[src/verilog/gsil_defs.vh]
// Constants for the gate safety input learning block
`ifndef GSIL_DEFS_VH
`define GSIL_DEFS_VH
`define GSIL_CLK_HZ          40000000
`define GSIL_HOLD_MS         3000
`define GSIL_HOLD_CYC        ((`GSIL_CLK_HZ / 1000) * `GSIL_HOLD_MS)
`define GSIL_REV_MS          500
`define GSIL_REV_CYC         ((`GSIL_CLK_HZ / 1000) * `GSIL_REV_MS)
`define GSIL_LEARN_MS        2000
`define GSIL_LEARN_CYC       ((`GSIL_CLK_HZ / 1000) * `GSIL_LEARN_MS)
`define GSIL_FAST_HALF_MS    100
`define GSIL_FAST_HALF_CYC   ((`GSIL_CLK_HZ / 1000) * `GSIL_FAST_HALF_MS)
`define GSIL_SLOW_HALF_MS    500
`define GSIL_SLOW_HALF_CYC   ((`GSIL_CLK_HZ / 1000) * `GSIL_SLOW_HALF_MS)
// Stop input classes
`define GSIL_CLS_NONE        2'h0
`define GSIL_CLS_NO          2'h1
`define GSIL_CLS_NC          2'h2
`define GSIL_CLS_RES         2'h3
// Stop input level codes from the analog front end
`define GSIL_LVL_OPEN        2'h0
`define GSIL_LVL_SHORT       2'h1
`define GSIL_LVL_RES         2'h2
// Bus addresses of the photocells in the presence map
`define GSIL_ADR_EXT_LOW     0
`define GSIL_ADR_EXT_HIGH    1
`define GSIL_ADR_BID_LOW     2
`define GSIL_ADR_BID_HIGH    3
`define GSIL_ADR_OPN_A       4
`define GSIL_ADR_OPN_B       5
// Motion codes
`define GSIL_MOV_IDLE        2'h0
`define GSIL_MOV_OPEN        2'h1
`define GSIL_MOV_CLOSE       2'h2
`endif

[src/verilog/gsil_core.v]
// Accessory input learning, stop handling and photocell reactions
// Notes on behaviour
// (RQ1) Stop trip during motion halts gate then commands short reverse movement.
// (RQ2) Learning classifies stop input as NO, NC or 8.2k resistor, stored.
// (RQ3) After learning, any stop level departing from reference issues halt.
// (RQ4) Learning records bus addresses present; later mismatch raises anomaly.
// (RQ5) External photocells act only while closing: stop then reverse.
// (RQ6) Bidirectional photocells: closing stop and reverse; opening pause then resume.
// (RQ7) Opening-phase photocells act only while opening: stop then reverse.
// (RQ8) Operator holds open and stop keys together until fast flash, then releases.
// (RQ9) After about 3 s of both keys, fast flash both LEDs and learn.
// (RQ10) Learning done: stop LED on, bus LEDs off, function LEDs show states.
// (RQ11) Bus LEDs flash slowly on device-set mismatch or when never learned.
// (RQ12) Learned class and device set retained until next learning.
`timescale 1ns/100ps
`include "gsil_defs.vh"
module gsil_core #(
  parameter NADR      = 8,
  parameter HOLD_CYC  = `GSIL_HOLD_CYC,
  parameter REV_CYC   = `GSIL_REV_CYC,
  parameter LEARN_CYC = `GSIL_LEARN_CYC,
  parameter FAST_CYC  = `GSIL_FAST_HALF_CYC,
  parameter SLOW_CYC  = `GSIL_SLOW_HALF_CYC
) (
  input  wire            clk,
  input  wire            resetn,
  input  wire            key_open,
  input  wire            key_stop,
  input  wire [1:0]      stop_level,
  input  wire [NADR-1:0] bus_present,
  input  wire [NADR-1:0] beam_blocked,
  input  wire [1:0]      motion,
  input  wire [7:0]      function_states,
  output reg             halt_cmd,
  output reg             reverse_cmd,
  output reg             resume_cmd,
  output reg             bus_anomaly,
  output reg             learning,
  output reg  [1:0]      stop_class,
  output reg             stop_led,
  output reg             bus_learn_led_a,
  output reg             bus_learn_led_b,
  output reg  [7:0]      function_state_leds
);
  localparam ST_RUN   = 2'h0;
  localparam ST_HOLD  = 2'h1;
  localparam ST_LEARN = 2'h2;
  localparam ST_WAITR = 2'h3;

  wire [1:0]      lvl_s;
  wire [NADR-1:0] pres_s;
  wire [NADR-1:0] beam_s;
  wire [1:0]      keys_s;
  gsil_sync #(.W(2 + 2 * NADR + 2)) u_sync (
    .clk    (clk),
    .resetn (resetn),
    .d      ({key_open, key_stop, beam_blocked, bus_present, stop_level}),
    .q      ({keys_s, beam_s, pres_s, lvl_s})
  );

  reg [1:0]      state_q;
  reg [31:0]     cnt_q;
  reg [31:0]     blink_q;
  reg            blink_q2;
  reg            learned_q;
  reg [NADR-1:0] set_q;
  reg            rhit_q;
  reg [31:0]     rev_q;
  reg            paused_q;
  reg            trip_q;

  // Reference level expected for each learned class
  function [1:0] cls_ref;
    input [1:0] c;
    begin
      case (c)
        `GSIL_CLS_NO:  cls_ref = `GSIL_LVL_OPEN;
        `GSIL_CLS_NC:  cls_ref = `GSIL_LVL_SHORT;
        default:       cls_ref = `GSIL_LVL_RES;
      endcase
    end
  endfunction

  wire both_keys = keys_s[1] & keys_s[0];
  wire closing   = (motion == `GSIL_MOV_CLOSE);
  wire opening   = (motion == `GSIL_MOV_OPEN);
  wire moving    = closing | opening;
  // Stop trip counts only once something was learned on the input
  wire stop_dev  = learned_q && (stop_class != `GSIL_CLS_NONE) && (lvl_s != cls_ref(stop_class)); // [RQ3]
  wire ext_hit   = closing & (beam_s[`GSIL_ADR_EXT_LOW] | beam_s[`GSIL_ADR_EXT_HIGH]); // [RQ5]
  wire bid_hit   = beam_s[`GSIL_ADR_BID_LOW] | beam_s[`GSIL_ADR_BID_HIGH];
  wire opn_hit   = opening & (beam_s[`GSIL_ADR_OPN_A] | beam_s[`GSIL_ADR_OPN_B]); // [RQ7]
  wire rev_hit   = ext_hit | opn_hit | (closing & bid_hit); // [RQ6]
  wire blk       = (state_q == ST_LEARN) || (state_q == ST_WAITR);

  always @(posedge clk or negedge resetn) begin
    if (!resetn) begin
      state_q             <= ST_RUN;
      cnt_q               <= 32'h0;
      blink_q             <= 32'h0;
      blink_q2            <= 1'b0;
      learned_q           <= 1'b0;
      set_q               <= {NADR{1'b0}};
      rhit_q              <= 1'b0;
      stop_class          <= `GSIL_CLS_NONE;
      rev_q               <= 32'h0;
      paused_q            <= 1'b0;
      trip_q              <= 1'b0;
      halt_cmd            <= 1'b0;
      reverse_cmd         <= 1'b0;
      resume_cmd          <= 1'b0;
      bus_anomaly         <= 1'b0;
      learning            <= 1'b0;
      stop_led            <= 1'b0;
      bus_learn_led_a     <= 1'b0;
      bus_learn_led_b     <= 1'b0;
      function_state_leds <= 8'h00;
    end else begin
      // Shared blink timer, fast during learning and the wait for key release, slow otherwise
      if (blink_q >= (blk ? FAST_CYC - 1 : SLOW_CYC - 1)) begin
        blink_q  <= 32'h0;
        blink_q2 <= ~blink_q2;
      end else begin
        blink_q <= blink_q + 32'h1;
      end
      halt_cmd   <= 1'b0;
      resume_cmd <= 1'b0;
      case (state_q)
        ST_RUN: begin
          cnt_q <= 32'h0;
          if (both_keys) state_q <= ST_HOLD; // [RQ8]
        end
        ST_HOLD: begin
          if (!both_keys) begin
            state_q <= ST_RUN;
          end else if (cnt_q >= HOLD_CYC - 1) begin
            state_q <= ST_LEARN; // [RQ9]
            cnt_q   <= 32'h0;
          end else begin
            cnt_q <= cnt_q + 32'h1;
          end
        end
        ST_LEARN: begin
          // Settle period lets bus devices answer before sampling
          if (cnt_q >= LEARN_CYC - 1) begin
            state_q   <= ST_WAITR;
            learned_q <= 1'b1; // [RQ12]
            set_q     <= pres_s; // [RQ4]
            case (lvl_s) // [RQ2]
              `GSIL_LVL_OPEN:  stop_class <= `GSIL_CLS_NO;
              `GSIL_LVL_SHORT: stop_class <= `GSIL_CLS_NC;
              `GSIL_LVL_RES:   stop_class <= `GSIL_CLS_RES;
              default:         stop_class <= `GSIL_CLS_NONE;
            endcase
          end else begin
            cnt_q <= cnt_q + 32'h1;
          end
        end
        default: begin
          // Keys still held after learning must not retrigger it
          if (!keys_s[1] && !keys_s[0]) state_q <= ST_RUN;
        end
      endcase

      learning    <= (state_q == ST_LEARN);
      bus_anomaly <= learned_q && (pres_s != set_q); // [RQ4]
      stop_led    <= learned_q && !stop_dev; // [RQ10]
      if (state_q == ST_LEARN) begin
        bus_learn_led_a <= blink_q2; // [RQ9]
        bus_learn_led_b <= blink_q2;
      end else if (!learned_q || (pres_s != set_q)) begin
        bus_learn_led_a <= blink_q2; // [RQ11]
        bus_learn_led_b <= blink_q2;
      end else begin
        bus_learn_led_a <= 1'b0; // [RQ10]
        bus_learn_led_b <= 1'b0;
      end
      function_state_leds <= function_states; // [RQ10]

      // Halt on stop deviation, one pulse per event
      trip_q <= stop_dev;
      if (stop_dev && !trip_q) halt_cmd <= 1'b1; // [RQ3]
      // Reverse pulse held for the brief reversal window
      if (rev_q != 32'h0) begin
        rev_q <= rev_q - 32'h1;
        if (rev_q == 32'h1) reverse_cmd <= 1'b0;
      end
      // Beams act on their leading edge so a held beam gives one halt
      rhit_q <= rev_hit && !blk;
      if ((stop_dev && !trip_q && moving) || (rev_hit && !blk && !rhit_q)) begin
        halt_cmd    <= 1'b1; // [RQ1]
        reverse_cmd <= 1'b1; // [RQ1]
        rev_q       <= REV_CYC;
      end
      // Bidirectional beam while opening pauses, then resumes
      if (opening && bid_hit && !blk && !paused_q) begin
        halt_cmd <= 1'b1; // [RQ6]
        paused_q <= 1'b1;
      end else if (paused_q && !bid_hit) begin
        resume_cmd <= 1'b1; // [RQ6]
        paused_q   <= 1'b0;
      end
    end
  end
endmodule

[src/verilog/gsil_sync.v]
// Two-flop synchroniser for a bus of asynchronous inputs
`timescale 1ns/100ps
module gsil_sync #(
  parameter W = 1
) (
  input  wire         clk,
  input  wire         resetn,
  input  wire [W-1:0] d,
  output reg  [W-1:0] q
);
  reg [W-1:0] meta_q;
  always @(posedge clk or negedge resetn) begin
    if (!resetn) begin
      meta_q <= {W{1'b0}};
      q      <= {W{1'b0}};
    end else begin
      meta_q <= d;
      q      <= meta_q;
    end
  end
endmodule
[config.mk]
export PLATFORM = sky130hd
export DESIGN_NAME = gsil_core
export DESIGN_NICKNAME = d
export VERILOG_FILES = /design/src/verilog/gsil_core.v /design/src/verilog/gsil_sync.v
export VERILOG_INCLUDE_DIRS = /design/src /design/src/verilog
export SDC_FILE = /design/constraint.sdc
export NUM_CORES = 1
export LEC_CHECK = 0
export BUFFER_PORTS_ARGS = -buffer_cell sky130_fd_sc_hd__buf_2
export CAP_MARGIN = 10
export CORE_UTILIZATION = 35
export CTS_CLUSTER_SIZE = 14
export DETAILED_ROUTE_END_ITERATION = 8
export PLACE_DENSITY = 0.55
export SYNTH_ARGS = -nofsm -noshare
export SYNTH_HDL_FRONTEND = slang
export SYNTH_HIERARCHICAL = 1
export SYNTH_SLANG_ARGS = --single-unit
[constraint.sdc]
create_clock -name clk -period 3.75 [get_ports clk]
set_input_delay 0.5625 -clock clk [delete_from_list [all_inputs] [get_ports clk]]
set_output_delay 0.5625 -clock clk [all_outputs]
set_load 0.01 [all_outputs]
Yosys cells after proc, flatten, opt, wreduce, memory -nomap -nowiden
Cells that the tools add are included.
- $lt $le $gt $ge: 3
- reduce and logical (&&, ||, !) cells: 38
- equality and inequality tests: 17
- multiplexer cells: 28
- bitwise gates (word level): 11
- add/subtract/negate cells: 3
- operators with widths (operator ; count):
    $mux 32 ; 6
    $pmux 32 s3 ; 1
    $add 32x1->32 const B ; 2
    $ge 32x27->1 const B ; 2
    $eq 32x1->1 const B ; 1
    $ge 32x25->1 ; 1
    $reduce_bool 32->1 ; 1
    $sub 32x1->32 const B ; 1
    $mux 25 ; 1
    $logic_and 1x1->1 ; 13
    $mux 1 ; 12
    $pmux 2 s3 ; 2
    $eq 2x2->1 const B ; 5
    $mux 2 ; 5
    $logic_not 1->1 ; 9
    $eq 2x1->1 const B ; 4
    $ne 8x8->1 ; 1
    $reduce_bool 2->1 ; 4
    $ne 2x2->1 const B ; 3
    $or 1x1->1 ; 6
    $and 1x1->1 ; 4
    $logic_not 2->1 ; 2
    $pmux 2 s2 ; 1
    $reduce_and 2->1 ; 2
    9 further kinds ; 11
- bits of input ports: 32
- word-level logic and storage cells: 121
- bits in registers: 168
- output and inout port bits: 18

Logic depth before layout (Yosys ltp)
- depth after elaboration: 9
- depth in mapped cells: 14
- depth with buffers taken out: 11

Hierarchy
Netlist, hierarchy kept.
- modules (own cells, without submodules) (module ; cells an instance ; sequential area each (um^2) ; times used ; area each (um^2)):
    gsil_core ; 681 ; 3203.1 ; 1 ; 6623.9
    gsil_sync ; 40 ; 1001.0 ; 1 ; 1001.0

Least setup slack after synthesis
No wires, ideal clock.
- path type: register to register
- start point: reg state_q[0]
- end point: reg blink_q[18]
- slack: 0.788 ns
- arrival time: 2.830 ns
- cell stages (with the launch flop): 14
- data required time: 3.618 ns
- period minus slack after synthesis: 2.962 ns
- setup time: 0.132 ns
- buffers on the path: 3
- cell sequence: dfrtp_1 -> inv_1 -> ha_1 -> clkbuf_1 -> nor2_1 -> inv_1 -> ha_1 -> o2111ai_1 -> or3_1 -> o221ai_1 -> a21o_1 -> clkbuf_1 -> clkbuf_1 -> nor2_1
- word-level cells in the longest chain between the ends: 5
- elaborated cells on any way between the ends: 6
- those cells by class: order compare (1); eq/ne (2); mux (2); reduce/logical (1)
- RTL lines (item ; line ; source):
    start, declared ; gsil_core.v:61 ; reg [1:0] state_q;
    start signal, assigned ; gsil_core.v:98 ; state_q <= ST_RUN;
    start signal, assigned ; gsil_core.v:131 ; if (both_keys) state_q <= ST_HOLD;
    start signal, assigned ; gsil_core.v:135 ; state_q <= ST_RUN;
    $eq 2x2->1 ; gsil_core.v:94 ; wire blk = (state_q == ST_LEARN) || (state_q == ST_WAITR);
    $logic_or 1x1->1 (*) ; gsil_core.v:94 ;
    $mux 25 (*) ; gsil_core.v:120 ; if (blink_q >= (blk ? FAST_CYC - 1 : SLOW_CYC - 1)) begin
    $ge 32x25->1 (*) ; gsil_core.v:120 ;
    $mux 32 (*) ; gsil_core.v:120 ;
    end signal, assigned ; gsil_core.v:124 ; blink_q <= blink_q + 32'h1;
    end, declared ; gsil_core.v:63 ; reg [31:0] blink_q;
Every way passes the cells marked *; elsewhere a longest branch is shown, timed or not.
A chain may end at the register's enable or synchronous reset.

Final worst setup path
- start point: reg state_q[0]
- end point: reg blink_q2
- word-level cells in the longest chain between the ends: 4
- elaborated cells on any way between the ends: 5
- those cells by class: order compare (1); eq/ne (2); mux (1); reduce/logical (1)
- RTL lines (item ; line ; source):
    $eq 2x2->1 ; gsil_core.v:94 ;
    $logic_or 1x1->1 (*) ; gsil_core.v:94 ;
    $mux 25 (*) ; gsil_core.v:120 ;
    $ge 32x25->1 (*) ; gsil_core.v:120 ;
    end signal, assigned ; gsil_core.v:122 ; blink_q2 <= ~blink_q2;
    end, declared ; gsil_core.v:64 ; reg blink_q2;
Marks and branches as above.

==> impl_metrics.env <==
export IMPL_critPathTopFamily="compound AO/OA/AOI/OAI gates"
export IMPL_core_um2=21000
export IMPL_syn_avg_cell_area_um2=10.5
export IMPL_drive_gt1_frac=0.144
export IMPL_nNetsFinal=822
export IMPL_htreeDepth=4
export IMPL_ctsResizeCount=0
export IMPL_cpPeakStageDelay_ns=0.50
export IMPL_seqCellArea_um2=4100
export IMPL_vias=5252
export IMPL_num_io_pins=50
export IMPL_tightest_slew_ns=0.959
export IMPL_outcome="complete, no violations"
export IMPL_routed_wl_mm=14.9
export IMPL_max_freq_mhz=333
export IMPL_critPathBufInv=2
export IMPL_hold_viol=0
export IMPL_r2r_slack_ns=0.75
export IMPL_drt_drc_violations_left=0
export IMPL_worstSetupStartpointType="flop"
export IMPL_holdBufCountCts=0
export IMPL_io_buffers=47
export IMPL_yosysWarnings=6
export IMPL_cp_slowest_cell="a21o_1"
export IMPL_power_density_nw_per_um2=548
export IMPL_grt_pass1_vias=5012
export IMPL_finalCritPeriodShare=0.801
export IMPL_grt_first_pass_wirelength_mm=25.5
export IMPL_drt_iter0_drc=284
export IMPL_gp_congestion=0.755
export IMPL_setup_tns_ns=0
export IMPL_fin_crit_ns=3.00
export IMPL_syn_area_um2=7520
export IMPL_cts_sink_count=164
export IMPL_p_leak_uw=0.00387
export IMPL_path_clk_slew_ns=0.07
export IMPL_rsz0062_at_grt="false"
export IMPL_firstDrtPassIters=4
export IMPL_postRouteAntennaNets=0
export IMPL_drv_slew=0
export IMPL_syn2layout_area_growth_pct=15.3
export IMPL_gr_usage_all_layers=0.146
export IMPL_stdcell_count=1058
export IMPL_utilization=0.413
export IMPL_vias_per_cell=4.96
export IMPL_min_path_type="in -> async"
export IMPL_grt_overflow=0
export IMPL_cts_tree="done"
export IMPL_cap_violations=0
export IMPL_start_util=0.358
export IMPL_cp_end_kind="flop"
export IMPL_grt_antenna_before_repair=0
export IMPL_critical_path_class="reg -> reg"
export IMPL_dieArea_um2=22100
export IMPL_finalSetupViolCount=0
export IMPL_clk_latency_ns=0.43
export IMPL_dp_cells=1026
export IMPL_die_x_um=149
export IMPL_nFillCells=2008
export IMPL_max_slew_margin=0.361
export IMPL_grt_max_degree=80
export IMPL_multiInputGateArea_um2=3230
export IMPL_cp_max_fo=27
export IMPL_required_ns=4.01
export IMPL_fin_skew_ns=0.0130
export IMPL_syn_instance_count=717
export IMPL_postCtsSetupBuffers=0
export IMPL_die_h_um=149
export IMPL_clock_path_buffers=2
export IMPL_post_dp_hpwl_mm=9.76
export IMPL_n_antenna_cell=0
export IMPL_worstPathCellList="inv_1 > ha_1 > nor2_1 > inv_1 > ha_1 > a2111oi_0 > nor3_1 > nor3_1 > o221ai_1 > a21o_1 > xor2_1"
export IMPL_clockRootBuffer="clkbuf_16"
export IMPL_rows=53
export IMPL_vdd_drop_max_v=0.000361
export IMPL_cts_inserted_buffers=17
export IMPL_routedWlPerCell_um=14.1
export IMPL_worstPathArrival_ns=3.26
==> metal layers <==
metal	part of all wire	vias to the layer above	routed length, µm	global-route usage
li1	-	2622	-	-
met2	0.45	59	6720	0.220
met1	0.51	2559	7630	0.207
met4	0.011	0	161	0.0469
met5	0	-	0	0
met3	0.027	12	404	0.0350
==> metrics by stage <==
| stage | total power, µW | area (µm²) | hold slack (ns) | setup WS [ns] |
|---|---|---|---|---|
| floorplan | 2740 | 7540 | 0.267 | 0.788 |
| finish | 4750 | 8670 | 0.167 | 0.748 |
| global route | 5030 | 8670 | 0.208 | 0.398 |
| detailed placement | 3070 | 8090 | 0.335 | 0.742 |
| CTS | 4820 | 8670 | 0.195 | 0.694 |
| global placement | 3060 | 8090 | 0.333 | 0.716 |
==> sequential cells by signal, summed over array words and instances (netlist names), 2 cells and up <==
register	cells
state_q	2
set_q	8
stop_class	2
cnt_q	32
u_sync/q	18
blink_q	32
rev_q	32
u_sync/meta_q	18
function_state_leds	8
==> power by group <==
part           leakage [µW]  switching (µW)  total, µW  internal (µW)
Sequential          0.00211             102       1990           1890
Clock              0.000283             798       1720            921
Combinational       0.00148             692       1040            349
==> worst paths after layout <==
path | startpoint | end | cells after the start
worst max-delay path | state_q[0] | blink_q2 | 11
worst min-delay path | resetn | function_state_leds[7] | 1
worst max register to register | state_q[0] | blink_q2 | 11
worst min register to register | u_sync/meta_q[6] | u_sync/q[6] | 0
max in group asynchronous | resetn | blink_q[6] | 2
min in group clk | bus_present[7] | u_sync/meta_q[9] | 1
==> cells in the final DEF, fill, tap and decap left out, types with 6 or more instances in the layout <==
master / instances
nor3_1: 23
inv_8: 6
o21ai_0: 31
ha_1: 20
conb_1: 6
dfrtp_1: 164
clkbuf_16: 17
and4_1: 12
nor2b_1: 8
buf_4: 8
inv_1: 26
a21oi_1: 11
xor2_1: 46
nand3_1: 27
nand4_1: 21
a22o_1: 22
nand2_1: 44
and3_1: 10
mux2_2: 11
nor4_1: 14
nor2_1: 106
xnor2_1: 16
buf_2: 46
and2_1: 8
==> area by class of cell <==
| cell class | instances | area share |
|---|---|---|
| clock buffers | 19 | 0.0522 |
| flip-flops and latches | 164 | 0.473 |
| repair buffers | 56 | 0.0371 |
| multi-input cells | 505 | 0.372 |
| well taps | 275 | 0.0397 |
| clock inverters | 13 | 0.0146 |
| inverters | 26 | 0.0113 |
(Power assumes the default switching activity.)
